<file path="config.mk">
export PLATFORM = sky130hd
export DESIGN_NAME = ppc_pin_share
export DESIGN_NICKNAME = d
export VERILOG_FILES = /design/src/core/ppc_pkg.sv /design/src/core/ppc_pin_share.sv
export SDC_FILE = /design/constraint.sdc
export NUM_CORES = 1
export LEC_CHECK = 0
export BUFFER_PORTS_ARGS = -buffer_cell sky130_fd_sc_hd__buf_2
export CAP_MARGIN = 25
export CORE_MARGIN = 2
export CORE_UTILIZATION = 30
export DETAILED_ROUTE_END_ITERATION = 8
export PLACE_DENSITY = 0.61
export SLEW_MARGIN = 20
export SYNTH_ARGS = -nofsm -noshare
export SYNTH_HDL_FRONTEND = slang
export SYNTH_SLANG_ARGS = --single-unit
</file>
<file path="constraint.sdc">
create_clock -name clock -period 2.55 [get_ports clock]
set_input_delay 0.255 -clock clock [delete_from_list [all_inputs] [get_ports clock]]
set_output_delay 0.255 -clock clock [all_outputs]
set_load 0.01 [all_outputs]
</file>
<file path="src/core/ppc_pkg.sv">
/*
  Package for the port pin-sharing control block: register indices,
  field positions, reset values and the configuration carrier.
  Assumes a 32-bit AHB-Lite bus where each register index sits at
  byte address four times the index.
*/
package ppc_pkg;

  localparam int NPORT = 5;
  localparam int NPIN = 40;
  localparam int IDXW = 8;

  // register indices, byte address is four times the index
  localparam logic [7:0] IDX_PORTA_DATA = 8'h00;
  localparam logic [7:0] IDX_PORTB_DATA = 8'h01;
  localparam logic [7:0] IDX_PORTC_DATA = 8'h02;
  localparam logic [7:0] IDX_PORTD_DATA = 8'h03;
  localparam logic [7:0] IDX_PORTE_DATA = 8'h04;
  localparam logic [7:0] IDX_PORTA_DIR = 8'h05;
  localparam logic [7:0] IDX_PORTB_DIR = 8'h06;
  localparam logic [7:0] IDX_PORTC_DIR = 8'h07;
  localparam logic [7:0] IDX_PORTD_DIR = 8'h08;
  localparam logic [7:0] IDX_PORTE_DIR = 8'h09;
  localparam logic [7:0] IDX_PORTB_HIGH_CURRENT = 8'h0C;
  localparam logic [7:0] IDX_KEY_IRQ_ENABLE = 8'h1C;
  localparam logic [7:0] IDX_SECOND_CONFIG = 8'h1D;
  localparam logic [7:0] IDX_TIMER1_CH0_SC = 8'h25;
  localparam logic [7:0] IDX_TIMER1_CH1_SC = 8'h28;
  localparam logic [7:0] IDX_TIMER2_CH0_SC = 8'h30;
  localparam logic [7:0] IDX_TIMER2_CH1_SC = 8'h33;
  localparam logic [7:0] IDX_ADC_STATUS_CONTROL = 8'h3C;
  localparam logic [7:0] IDX_LCD_CONTROL = 8'h51;

  // field positions
  localparam int KEY_EN_LSB = 0;
  localparam int ADC_SEL_LSB = 0;
  localparam int TIMER_ELS_LSB = 2;
  localparam int PPI_SRC_LSB = 0;
  localparam int LCD_EN_BIT = 0;
  localparam int PORTC_LOW_LCD_ENABLE_BIT = 0;
  localparam int PORTC_HIGH_LCD_ENABLE_BIT = 1;
  localparam int PDE_BIT = 2;
  localparam int PEE_BIT = 3;

  // encodings and reset values
  localparam logic [1:0] PPI_SRC_PIN = 2'h1;
  localparam logic [4:0] ADC_SEL_RESET = 5'h1F;
  localparam logic [7:0] BYTE_RESET = 8'h00;

  typedef struct packed {
    logic [3:0] keyIrqPinEnable;
    logic [4:0] adcChannelSelect;
    logic [7:0] timerEdgeLevelSelect;
    logic [1:0] periodicIrqClockSource;
    logic lcdDriveEnable;
    logic portcLowLcdEnable;
    logic portcHighLcdEnable;
    logic portdLcdEnable;
    logic porteLcdEnable;
  } ppc_cfg_t;

  localparam ppc_cfg_t CFG_RESET = '{
    keyIrqPinEnable: 4'h0,
    adcChannelSelect: ADC_SEL_RESET,
    timerEdgeLevelSelect: 8'h00,
    periodicIrqClockSource: 2'h0,
    lcdDriveEnable: 1'b0,
    portcLowLcdEnable: 1'b0,
    portcHighLcdEnable: 1'b0,
    portdLcdEnable: 1'b0,
    porteLcdEnable: 1'b0
  };

endpackage

</file>
<file path="src/core/ppc_pin_share.sv">
/*
  Pin-sharing control for the forty general-purpose port pins: data and
  direction registers, peripheral enable mirrors and the per-pin owner
  mux. Assumes an AHB-Lite master issuing single word transfers with
  an idle cycle between transfers, pins arriving asynchronously.
*/
// The placing of the registers and register access over AHB-Lite were chosen for this implementation.

module ppc_pin_share (
  input wire logic clock,
  input wire logic nrst,
  input wire logic hsel,
  input wire logic [31:0] haddr,
  input wire logic [1:0] htrans,
  input wire logic hwrite,
  input wire logic [2:0] hsize,
  input wire logic [31:0] hwdata,
  input wire logic hready,
  output logic hreadyout,
  output logic hresp,
  output logic [31:0] hrdata,
  input wire logic [39:0] padIn,
  output logic [39:0] padOut,
  output logic [39:0] padOeN,
  input wire logic [39:0] periphDrive,
  input wire logic [39:0] periphDriveEn,
  output logic [39:0] pinLevel,
  output logic [39:0] periphOwn
);

  ////////////////////////////////////////////////////////////////////
  // registers

  logic [7:0] dataLatch_reg [5];
  logic [7:0] dir_reg [5];
  ppc_pkg::ppc_cfg_t cfg_reg;
  logic wrPend_reg;
  logic [7:0] wrIdx_reg;
  logic [31:0] hrdata_reg;
  logic [39:0] sync1_reg;
  logic [39:0] sync2_reg;
  logic [39:0] sync3_reg;
  logic [39:0] level_reg;
  logic [39:0] padOut_reg;
  logic [39:0] padOeN_reg;
  logic [39:0] own_reg;

  ////////////////////////////////////////////////////////////////////
  // bus decode

  wire addrPhase = hsel & htrans[1] & hready;
  wire inRange = (haddr[31:10] == 22'h000000);
  wire [7:0] addrIdx = haddr[9:2];
  wire rdReq = addrPhase & ~hwrite & inRange;
  wire wrReq = addrPhase & hwrite & inRange;
  wire [7:0] wrByte = hwdata[7:0];

  wire [39:0] latchFlat = {dataLatch_reg[4], dataLatch_reg[3],
    dataLatch_reg[2], dataLatch_reg[1], dataLatch_reg[0]};
  wire [39:0] dirFlat = {dir_reg[4], dir_reg[3], dir_reg[2],
    dir_reg[1], dir_reg[0]};
  wire [39:0] portView = (dirFlat & latchFlat) | (~dirFlat & level_reg);

  logic [7:0] rdByte;
  always_comb begin
    rdByte = 8'h00;
    case (addrIdx)
      ppc_pkg::IDX_PORTA_DATA: rdByte = portView[7:0];
      ppc_pkg::IDX_PORTB_DATA: rdByte = portView[15:8];
      ppc_pkg::IDX_PORTC_DATA: rdByte = portView[23:16];
      ppc_pkg::IDX_PORTD_DATA: rdByte = portView[31:24];
      ppc_pkg::IDX_PORTE_DATA: rdByte = portView[39:32];
      ppc_pkg::IDX_PORTA_DIR: rdByte = dir_reg[0];
      ppc_pkg::IDX_PORTB_DIR: rdByte = dir_reg[1];
      ppc_pkg::IDX_PORTC_DIR: rdByte = dir_reg[2];
      ppc_pkg::IDX_PORTD_DIR: rdByte = dir_reg[3];
      ppc_pkg::IDX_PORTE_DIR: rdByte = dir_reg[4];
      ppc_pkg::IDX_KEY_IRQ_ENABLE:
        rdByte = {4'h0, cfg_reg.keyIrqPinEnable};
      ppc_pkg::IDX_ADC_STATUS_CONTROL:
        rdByte = {3'h0, cfg_reg.adcChannelSelect};
      ppc_pkg::IDX_TIMER1_CH0_SC:
        rdByte = {4'h0, cfg_reg.timerEdgeLevelSelect[1:0], 2'h0};
      ppc_pkg::IDX_TIMER1_CH1_SC:
        rdByte = {4'h0, cfg_reg.timerEdgeLevelSelect[3:2], 2'h0};
      ppc_pkg::IDX_TIMER2_CH0_SC:
        rdByte = {4'h0, cfg_reg.timerEdgeLevelSelect[5:4], 2'h0};
      ppc_pkg::IDX_TIMER2_CH1_SC:
        rdByte = {4'h0, cfg_reg.timerEdgeLevelSelect[7:6], 2'h0};
      ppc_pkg::IDX_PORTB_HIGH_CURRENT:
        rdByte = {6'h00, cfg_reg.periodicIrqClockSource};
      ppc_pkg::IDX_LCD_CONTROL: rdByte = {7'h00, cfg_reg.lcdDriveEnable};
      ppc_pkg::IDX_SECOND_CONFIG:
        rdByte = {4'h0, cfg_reg.porteLcdEnable, cfg_reg.portdLcdEnable,
          cfg_reg.portcHighLcdEnable, cfg_reg.portcLowLcdEnable};
      default: rdByte = 8'h00;
    endcase
  end

  ////////////////////////////////////////////////////////////////////
  // configuration write

  ppc_pkg::ppc_cfg_t cfg_next;
  always_comb begin
    cfg_next = cfg_reg;
    if (wrPend_reg) begin
      case (wrIdx_reg)
        ppc_pkg::IDX_KEY_IRQ_ENABLE:
          cfg_next.keyIrqPinEnable = wrByte[ppc_pkg::KEY_EN_LSB +: 4];
        ppc_pkg::IDX_ADC_STATUS_CONTROL:
          cfg_next.adcChannelSelect = wrByte[ppc_pkg::ADC_SEL_LSB +: 5];
        ppc_pkg::IDX_TIMER1_CH0_SC:
          cfg_next.timerEdgeLevelSelect[1:0] =
            wrByte[ppc_pkg::TIMER_ELS_LSB +: 2];
        ppc_pkg::IDX_TIMER1_CH1_SC:
          cfg_next.timerEdgeLevelSelect[3:2] =
            wrByte[ppc_pkg::TIMER_ELS_LSB +: 2];
        ppc_pkg::IDX_TIMER2_CH0_SC:
          cfg_next.timerEdgeLevelSelect[5:4] =
            wrByte[ppc_pkg::TIMER_ELS_LSB +: 2];
        ppc_pkg::IDX_TIMER2_CH1_SC:
          cfg_next.timerEdgeLevelSelect[7:6] =
            wrByte[ppc_pkg::TIMER_ELS_LSB +: 2];
        ppc_pkg::IDX_PORTB_HIGH_CURRENT:
          cfg_next.periodicIrqClockSource =
            wrByte[ppc_pkg::PPI_SRC_LSB +: 2];
        ppc_pkg::IDX_LCD_CONTROL:
          cfg_next.lcdDriveEnable = wrByte[ppc_pkg::LCD_EN_BIT];
        ppc_pkg::IDX_SECOND_CONFIG: begin
          cfg_next.portcLowLcdEnable = wrByte[ppc_pkg::PORTC_LOW_LCD_ENABLE_BIT];
          cfg_next.portcHighLcdEnable = wrByte[ppc_pkg::PORTC_HIGH_LCD_ENABLE_BIT];
          cfg_next.portdLcdEnable = wrByte[ppc_pkg::PDE_BIT];
          cfg_next.porteLcdEnable = wrByte[ppc_pkg::PEE_BIT];
        end
        default: cfg_next = cfg_reg;
      endcase
    end
  end

  ////////////////////////////////////////////////////////////////////
  // pin ownership

  wire [4:0] adcSel = cfg_reg.adcChannelSelect;
  wire [7:0] els = cfg_reg.timerEdgeLevelSelect;
  wire lcdOn = cfg_reg.lcdDriveEnable;
  wire ppiPin = (cfg_reg.periodicIrqClockSource == ppc_pkg::PPI_SRC_PIN);
  wire [3:0] keyOwn = cfg_reg.keyIrqPinEnable;
  wire [5:0] adcOwn;
  wire [3:0] timerOwn;

  genvar g;
  generate
    for (g = 0; g < 6; g++) begin : gAdc
      assign adcOwn[g] = (adcSel == 5'(g));
    end
    for (g = 0; g < 4; g++) begin : gTim
      assign timerOwn[g] = (els[2*g +: 2] != 2'h0);
    end
  endgenerate

  wire ppiOwn = ppiPin & ~timerOwn[0];
  wire [39:0] ownNext = {
    {8{lcdOn & cfg_reg.porteLcdEnable}},
    {8{lcdOn & cfg_reg.portdLcdEnable}},
    2'h0,
    {2{lcdOn & cfg_reg.portcHighLcdEnable}},
    {4{lcdOn & cfg_reg.portcLowLcdEnable}},
    {2{lcdOn}},
    timerOwn[3:1], timerOwn[0] | ppiOwn,
    adcOwn[5:4],
    adcOwn[3:0],
    keyOwn
  };
  // input-only owners never drive the pin
  wire [39:0] inputOnly = {29'h0, ppiOwn, adcOwn, keyOwn};
  wire [39:0] driveNext = (ownNext & periphDriveEn & ~inputOnly) |
    (~ownNext & dirFlat);
  wire [39:0] outNext = (ownNext & periphDrive) | (~ownNext & latchFlat);
  // per-pin filter, a pin moves once stages 2 and 3 agree
  wire [39:0] syncAgree = ~(sync2_reg ^ sync3_reg);
  wire [39:0] levelNext = (syncAgree & sync3_reg) |
    (~syncAgree & level_reg);

  ////////////////////////////////////////////////////////////////////
  // sequential

  // write data follows in the next cycle, so keep the address phase
  always_ff @(posedge clock or negedge nrst) begin
    if (!nrst) begin
      wrPend_reg <= 1'b0;
      wrIdx_reg <= 8'h00;
    end else begin
      wrPend_reg <= wrReq;
      wrIdx_reg <= addrIdx;
    end
  end

  // read data stands for the data phase only
  always_ff @(posedge clock or negedge nrst) begin
    if (!nrst) begin
      hrdata_reg <= 32'h00000000;
    end else begin
      hrdata_reg <= rdReq ? {24'h000000, rdByte} : 32'h00000000;
    end
  end

  always_ff @(posedge clock or negedge nrst) begin
    if (!nrst) begin
      cfg_reg <= ppc_pkg::CFG_RESET;
    end else begin
      cfg_reg <= cfg_next;
    end
  end

  generate
    for (g = 0; g < ppc_pkg::NPORT; g++) begin : gPort
      wire wrData = wrPend_reg & (wrIdx_reg == 8'(g));
      wire wrDir = wrPend_reg &
        (wrIdx_reg == 8'(g + ppc_pkg::NPORT));
      always_ff @(posedge clock or negedge nrst) begin
        if (!nrst) begin
          dataLatch_reg[g] <= ppc_pkg::BYTE_RESET;
          dir_reg[g] <= ppc_pkg::BYTE_RESET;
        end else begin
          if (wrData) begin
            dataLatch_reg[g] <= wrByte;
          end
          if (wrDir) begin
            dir_reg[g] <= wrByte;
          end
        end
      end
    end
  endgenerate

  // three-stage sync on pins
  always_ff @(posedge clock or negedge nrst) begin
    if (!nrst) begin
      sync1_reg <= 40'h0000000000;
      sync2_reg <= 40'h0000000000;
      sync3_reg <= 40'h0000000000;
    end else begin
      sync1_reg <= padIn;
      sync2_reg <= sync1_reg;
      sync3_reg <= sync2_reg;
    end
  end

  always_ff @(posedge clock or negedge nrst) begin
    if (!nrst) begin
      level_reg <= 40'h0000000000;
    end else begin
      level_reg <= levelNext;
    end
  end

  always_ff @(posedge clock or negedge nrst) begin
    if (!nrst) begin
      padOut_reg <= 40'h0000000000;
    end else begin
      padOut_reg <= outNext;
    end
  end

  always_ff @(posedge clock or negedge nrst) begin
    if (!nrst) begin
      padOeN_reg <= 40'hFFFFFFFFFF;
    end else begin
      padOeN_reg <= ~driveNext;
    end
  end

  always_ff @(posedge clock or negedge nrst) begin
    if (!nrst) begin
      own_reg <= 40'h0000000000;
    end else begin
      own_reg <= ownNext;
    end
  end

  ////////////////////////////////////////////////////////////////////
  // outputs

  assign hreadyout = 1'b1;
  assign hresp = 1'b0;
  assign hrdata = hrdata_reg;
  assign padOut = padOut_reg;
  assign padOeN = padOeN_reg;
  assign pinLevel = level_reg;
  assign periphOwn = own_reg;

endmodule

</file>
# After elaboration in Yosys (flattened, before gate mapping)
# Cells that the tools add are included.
# Widths: inputs -> output; s select.
# classes
n_reduce_logical	17
n_bitwise	44
muxes	2
n_eq_ne	42
# op_table
op	count
$and 40x40->40	9
$not 40->40	5
$or 40x40->40	4
$pmux 8 s19	1
$eq 8x6->1 const B	10
$eq 8x3->1 const B	8
$eq 8x4->1 const B	6
$not 11->40	1
$xor 40x40->40	1
$eq 8x2->1 const B	4
$eq 8x5->1 const B	4
$logic_not 22->1	1
$and 1x1->1	21
$reduce_and 2->1	9
$eq 8x1->1 const B	2
$eq 8x7->1 const B	2
$logic_not 8->1	2
$eq 5x2->1 const B	2
$eq 5x3->1 const B	2
$mux 8	1
$reduce_bool 2->1	4
$eq 5x1->1 const B	1
$logic_not 5->1	1
$eq 2x1->1 const B	1
other kinds (2)	3
# totals
in_bits	194
ff_bits	392
wordCells	137
out_inout_bits	194

# Depth between registers and ports, before layout
# Gate-level depths: netlist (run 1).
# logic_depth
word_depth	8
depth_mapped	8

# Least setup slack after synthesis (run 1)
# OpenSTA, ideal clock, no wires.
# synth_timing
kind	input to register
startpoint	input port haddr[7]
endpoint	register hrdata_reg[0], in the netlist hrdata[0]
path_slack_ns	0.563
stages	8
t_arrival_ns	1.898
setup_time_ns	0.088
path_cell_list	buf_6 -> or4_4 -> buf_6 -> or3_1 -> buf_6 -> a2111oi_4 -> a311oi_1 -> a41oi_1
# synth_via
elab_chain_len	3
word_cells_on_any_way	21
classes_between	eq/ne: 18; mux: 2; reduce/logical: 1
# synth_lines
item	line	text
from (decl)	ppc_pin_share.sv:13	input wire logic [31:0] haddr,
$eq 8x5->1, or another cell as far along	ppc_pin_share.sv:67	case (addrIdx)
$pmux 8 s19 *	ppc_pin_share.sv:67	
$mux 8 *	ppc_pin_share.sv:203	hrdata_reg <= rdReq ? {24'h000000, rdByte} : 32'h00000000;
to (signal assigned)	ppc_pin_share.sv:203	
to (decl)	ppc_pin_share.sv:39	logic [31:0] hrdata_reg;
# Mark *: on every way between the ends. The rest lies on a longest branch, timed or not.
# A chain may end at the register's enable or synchronous reset.

# Worst setup path after layout (run 1)
# Same ends and word-level chain as after synthesis.

==> results of run 1 <==
==> kinds of logic (layout without fill, tap and decap cells) <==
| group | Yosys count | after routing | synth area share |
|---|---|---|---|
| buffers and inverters | 102 | 568 | 0.04060 |
| adder cells (fa/ha/maj) | 40 | 40 | 0.02788 |
| AND/OR/NAND/NOR | 166 | 166 | 0.06229 |
| other | 2 | 28 | 0.0005229 |
| AO/OA/AOI/OAI | 95 | 95 | 0.04826 |
| multiplexers | 203 | 203 | 0.1545 |
| flip-flops | 380 | 380 | 0.6660 |
==> metal layers <==
layer	part of all wire	wire [µm]	up-vias
met2	0.49	21300	303
met1	0.43	18600	4906
met3	0.059	2563	75
li1	-	-	4380
met4	0.029	1285	2
met5	0.00037	16	-
==> critical path, delay by kind of cell <==
kind                   cells  cell delay (ps)
buffers and inverters      2              750
AOI/OAI and AO/OA          3              570
and+or+nand+nor            2             1180
==> per-stage QoR <==
stage / instance area, µm² / instances
4_1_cts: 19260 / 2095
3_5_place_dp: 16700 / 1908
5_1_grt: 19260 / 2095
3_3_place_gp: 16700 / 1908
2_1_floorplan: 14460 / 1014
6_report: 19260 / 2095
==> final cells by class <==
class	count	area, µm²
clock inverters	18	280.3
inverters	20	75.07
multi-input cells	532	4312
fillers	4461	28280
well taps	615	769.5
flip-flops and latches	380	9565
repair buffers	473	3103
clock buffers	57	1159
==> cells in the mapped netlist, drive strengths merged, types with 6 or more instances <==
library cell / number
buf: 52
mux2i: 54
a22oi: 8
dfrtp: 335
nand2: 36
maj3: 40
dfstp: 45
nand4: 8
nor4: 8
mux2: 149
a21oi: 11
inv: 19
a221oi: 6
a211oi: 12
nand3: 14
clkbuf: 30
nor2b: 17
nand2b: 7
o21ai: 19
a31oi: 8
nor2: 32
nor3: 14
==> what timing repair did <==
item,in CTS,in global routing
hold buffers,112,0
endpoints found under the setup margin,0,0
hold endpoints to repair,149,0
==> how the worst min path moves through the flow <==
| stage | start | depth (start not counted) | slack, ps | end |
|---|---|---|---|---|
| 2_1_floorplan | nrst | 0 | -40 | async pin |
| 3_3_place_gp | nrst | 1 | 200 | padOut[32] |
| 3_5_place_dp | nrst | 1 | 200 | async pin |
| 4_1_cts | haddr[6] | 1 | 4 | wrIdx_reg[4] |
| 5_1_grt | haddr[4] | 1 | 30 | wrIdx_reg[2] |
| 6_report | haddr[4] | 1 | 40 | wrIdx_reg[2] |
==> layout by cell type (no fill, tap or decap), types with 4 or more instances in the layout <==
master | netlist | routed
dfstp_2 | 45 | 45
or3_1 | 4 | 4
buf_12 | 0 | 4
a22oi_1 | 8 | 8
clkbuf_1 | 30 | 11
conb_1 | 2 | 28
nand2b_1 | 7 | 7
buf_2 | 1 | 314
nor3_1 | 13 | 13
mux2_2 | 149 | 149
nor2b_1 | 17 | 17
a32o_1 | 4 | 4
nor2_1 | 32 | 32
nand2_1 | 36 | 36
nand3_1 | 14 | 14
nor3b_1 | 4 | 4
maj3_1 | 40 | 40
dfrtp_1 | 335 | 335
and3_1 | 4 | 4
inv_1 | 19 | 19
dlygate4sd3_1 | 0 | 112
a21oi_1 | 11 | 11
a221oi_1 | 6 | 6
mux2i_1 | 54 | 54
clkbuf_16 | 0 | 43
nand4_1 | 8 | 8
nor4_1 | 7 | 7
buf_4 | 47 | 42
bufinv_16 | 0 | 7
clkinv_2 | 0 | 6
a31oi_1 | 8 | 8
o21ai_0 | 19 | 19
a211oi_1 | 11 | 11
==> power breakdown <==
part | internal (mW) | total (mW) | switching [mW]
Combinational | 0.535 | 1.13 | 0.599
Clock | 3.90 | 6.34 | 2.44
Sequential | 6.36 | 6.58 | 0.219
Total | 10.8 | 14.1 | 3.26
==> impl_metrics.tcl, run 1 <==
set metrics [dict create \
    floorplan.die.width_um 222.8 \
    cts_post_setup_buffers_inserted 0 \
    timing.final.crit_period_ps 2278 \
    worstSkewPairLatency_ps 560 \
    cts_tree "done" \
    synth.area.top_cells "dfrtp_1, mux2_2, dfstp_2, mux2i_1, maj3_1" \
    netlist_instances 988 \
    globalRoute.totalOverflow 0 \
    final_nets 1643 \
    worst-setup-path-type "input port to flip-flop" \
    grtUsageMet3 0.04179 \
    totalWireLength_mm 43.76 \
    syn-cell-area_um2 14360 \
    critical_path.endpoint "hrdata[0]" \
    synth_top_flop_cell "dfrtp_1" \
    cts_sinks 380 \
    synth_cell_types 64 \
    number_of_iterations_in_the_first_detailed_routing_pass 4 \
    crit_arrival_ps 2760 \
    track_usage 0.1756 \
    via_count 9666 \
    timing.reg2reg.worst_path_depth 7 \
    critical_path.max_stage_delay_ps 630 \
    setup_tns_ps 0 \
    area_delta_synth_final_pct 34.12 \
    worst_r2r_startpoint "wrIdx_reg[5]" \
    floorplan.initialDensity 0.3021 \
    hpwlAfterDp_mm 31.43 \
    design.die.area_um2 49640 \
    max-vdd-ir-drop_mv 0.5304 \
    leakage_nw 8.816 \
    floorplan.die.height_um 222.8 \
    detail-route-antenna-nets 0 \
    power_density_nw_per_um2 729.6 \
    ordered_list_of_cells_on_the_worst_path "dlygate4sd3_1, buf_2, or4_4, or3_1, a2111oi_4, a311oi_1, a41oi_1" \
    num_antenna_cells 0 \
    cts.clk_slew.worst_paths_ps 60 \
    cts_resized 0 \
    grt_pass1_vias 10150 \
    layout-drive-gt1-share 0.4230 \
    design.portCount 388 \
    synth-edff-count 0 \
    gp_congestion 0.8508 \
    grt_max_degree 70 \
    grt_first_pass_wirelength_mm 64.20 \
    worst_setup_path_start_kind "input port" \
    maxClockFrequency_mhz 439.0 \
    run_status "finished clean" \
    grt_use_met2 0.2934 \
    cp_slowest_cell "or4_4" \
    placeable_area_um2 47550 \
    synth_async_sr_flop_share 1.000 \
    worst_ep_required_time_ps 3030 \
    portBuffers 315 \
    finalSetupViolations 0 \
    synth.yosys.warnings 0 \
    route.detailed.wl_per_inst_um 20.89 \
    rsz_0062_raised_after_global_routing "no" \
    path_max_fanout 10 \
    cp-startpoint "haddr[7]" \
    synth_seq_area_share 0.6660 \
    timing_hold_violations_final 0 \
    fp-row-count 80 \
    timing.reg2reg.setup_slack_ps 370 \
    clock_path_buffers 3 \
    postLayoutSetupSlackWorst_ps 272.0 \
    maxCapViolCount 0 \
    place_ws_ps 228.6 \
    grt.busiest_layer "met2" \
    synth_seq_cells 380 \
    utilization 0.4052 \
    remaining_drc_errors 0 \
    antenna_violations_before_repair 1 \
    cts-root-buf "clkbuf_16" \
    worst-slew-pin-transition_ps 718.0 \
    grt_util_met1 0.2222 \
    timing.slew.headroom 0.5213 \
    post_drt_via_cell_ratio 4.614 \
    first_iter_violations 562 \
    tritoncts.num_buffers 42 \
    worst_hold_path_type "input port to flip-flop" \
    synth_area_per_cell_um2 14.54 \
    synth_top_cell_area_share 0.5837 \
    critical_path.reg2reg.endpoint "dataLatch_reg[28]" \
    clock-skew-final_ps 17.17 \
    crit_path_end_kind "flip-flop" \
    synth_area_leader "dfrtp_1" \
    holdWs_ps 44.86 \
    post-route-period-util 0.8933 \
    timing_max_transition_violations_final 0 \
    cts-htree-levels 2 \
    totalPowerFinal_mw 14.05 \
]
(Power assumes the default switching activity.)
==> inputs of run 2 (changes only) <==
==> constraint.sdc (replaced) <==
create_clock -name clock -period 2.7 [get_ports clock]
set_input_delay 0.27 -clock clock [delete_from_list [all_inputs] [get_ports clock]]
set_output_delay 0.27 -clock clock [all_outputs]
set_load 0.01 [all_outputs]
==> run 2 against run 1 <==
Critical path type unchanged. Die area is the same. Register-to-register slack gained 90 ps. Highest routed layer is now met4. Combinational power shrank 4%. Final cell count grew 0.24%. First-iteration DRC count shrank 7.7%.
==> impl_metrics.tcl, run 2 (synthesized netlist as in run 1, its figures left out) <==
set metrics [dict create \
    floorplan.initialDensity 0.3021 \
    combined_area_of_the_multi_input_logic_cells_um2 4312 \
    design.portCount 388 \
    power_frac_seq 0.489 \
    mostFrequentLayoutCell "dfrtp_1" \
    clockPowerShare 0.425 \
    clock_path_buffers 3 \
    fp-row-count 80 \
    worst-slew-pin-transition_ps 742.7 \
    num_antenna_cells 0 \
    timing.slew.headroom 0.5048 \
    switchingPower_mw 3.050 \
    first_iter_violations 519 \
    placeable_area_um2 47550 \
    timing.final.crit_period_ps 2313 \
    setup_tns_ps 0 \
    worstSkewPairLatency_ps 560 \
    number_of_iterations_in_the_first_detailed_routing_pass 5 \
    rsz_0062_raised_after_global_routing "no" \
    maxCapViolCount 0 \
    finalSetupViolations 0 \
    portBuffers 315 \
    share_of_total_power_in_combinational_logic 0.086 \
    max-vdd-ir-drop_mv 0.4331 \
    timing_max_transition_violations_final 0 \
    antenna_violations_before_repair 1 \
    cts_post_setup_buffers_inserted 0 \
    post_drt_via_cell_ratio 4.588 \
    cts.clk_slew.worst_paths_ps 60 \
    clock-skew-final_ps 16.76 \
    maxClockFrequency_mhz 432.4 \
    grt_max_degree 81 \
    crit_arrival_ps 2770 \
    power_density_nw_per_um2 662.7 \
    worst_hold_path_type "input port to flip-flop" \
    route.detailed.wl_per_inst_um 21.09 \
    floorplan.die.width_um 222.8 \
    intPower_mw 9.662 \
    track_usage 0.1779 \
    design.die.area_um2 49640 \
    floorplan.die.height_um 222.8 \
    layout-drive-gt1-share 0.4202 \
    cts-root-buf "clkbuf_16" \
    detail-route-antenna-nets 0 \
    holdWs_ps 56.16 \
    filler_cell_count 4426 \
    remaining_drc_errors 0 \
    area_delta_synth_final_pct 33.56 \
    crit_path_end_kind "flip-flop" \
    via_count 9635 \
    worst-setup-path-type "input port to flip-flop" \
    path_max_fanout 9 \
    timing_hold_violations_final 0 \
    grt_first_pass_wirelength_mm 64.98 \
    globalRoute.totalOverflow 0 \
    gp_congestion 0.8450 \
    worst_setup_path_start_kind "input port" \
    cts_tree "done" \
    switching_share_of_power 0.2399 \
    tritoncts.num_buffers 41 \
    layout.cells.most_common_list "dfrtp_1, buf_2, mux2_2" \
    grt_pass1_vias 10090 \
    totalWireLength_mm 44.29 \
    hold_path_depth 1 \
    cts_sinks 380 \
    hpwlAfterDp_mm 31.55 \
    worst_ep_required_time_ps 3160 \
    timing.reg2reg.worst_path_depth 6 \
    leakage_nw 8.783 \
    totalPowerFinal_mw 12.71 \
    cts-htree-levels 2 \
    final_nets 1647 \
    post-route-period-util 0.8565 \
    seq_area_um2 9565 \
    run_status "finished clean" \
]
run 2: cell count changes in the layout (fill, tap and decap cells not counted), sizes merged:
cell and change:
clkbuf +9, buf +4, clkinvlp -2, bufinv -6, clkinv -1, dlygate4sd3 +1
run 2: worst paths after layout:
kind                                           to          start  slack (ps)
worst max register to register  dataLatch_reg[23]   wrIdx_reg[5]         460
worst max-delay path                    hrdata[0]       haddr[6]         390
worst min-delay path                 wrIdx_reg[2]       haddr[4]          60
max in group asynchronous               adcSel[4]           nrst        1520
min in group asynchronous           sync2_reg[35]           nrst         320
worst min register to register      sync2_reg[15]  sync1_reg[15]         340
run 2: metal layers:
layer  global-route usage  share of wire  vias up
li1                     -              -     4388
met1               0.2286           0.43     4885
met2               0.2975           0.49      293
met3              0.03756          0.051       69
met4              0.06213          0.029        0
met5                    0              0        -
run 2: repair_timing:
action                                  in CTS  in global routing
gates resized for setup                      0                  0
hold endpoints to repair                   175                  0
hold buffers                               113                  0
endpoints found under the setup margin       0                  0
run 2: metrics by stage:
| step | cells | utilization | cell area (µm²) | worst slack, ps |
|---|---|---|---|---|
| after floorplan | 1014 | - | 14460 | 698.4 |
| after global placement | 1912 | 0.3527 | 16770 | 389.3 |
| after detailed placement | 1912 | 0.3527 | 16770 | 415.0 |
| after CTS | 2100 | 0.4034 | 19180 | 434.1 |
| after global routing | 2100 | 0.4034 | 19180 | 224.8 |
| final | 2100 | 0.4034 | 19180 | 387.4 |
run 2: cell type report:
| class | instances | share of cell area |
|---|---|---|
| inverters | 20 | 0.003914 |
| flip-flops and latches | 380 | 0.4987 |
| clock inverters | 9 | 0.004175 |
| clock buffers | 66 | 0.06255 |
| multi-input cells | 532 | 0.2248 |
| well taps | 615 | 0.04011 |
| repair buffers | 478 | 0.1658 |
run 2: worst max-delay path, cell delays in order:
cell and delay [ps]:
dlygate4sd3_1 540, buf_2 220, or4_4 600, or3_1 560, a2111oi_4 260, a311oi_1 90, a41oi_1 210
run 2: power groups by stage:
stage                     sequential (mW)  clock, mW  combinational, mW
after detailed placement             6.32          0              0.973
after floorplan                      6.30          0              0.384
final                                6.21       5.41               1.09
after global placement               6.31          0              0.961
after CTS                            6.22       5.61               1.11
after global routing                 6.25       5.83               1.19
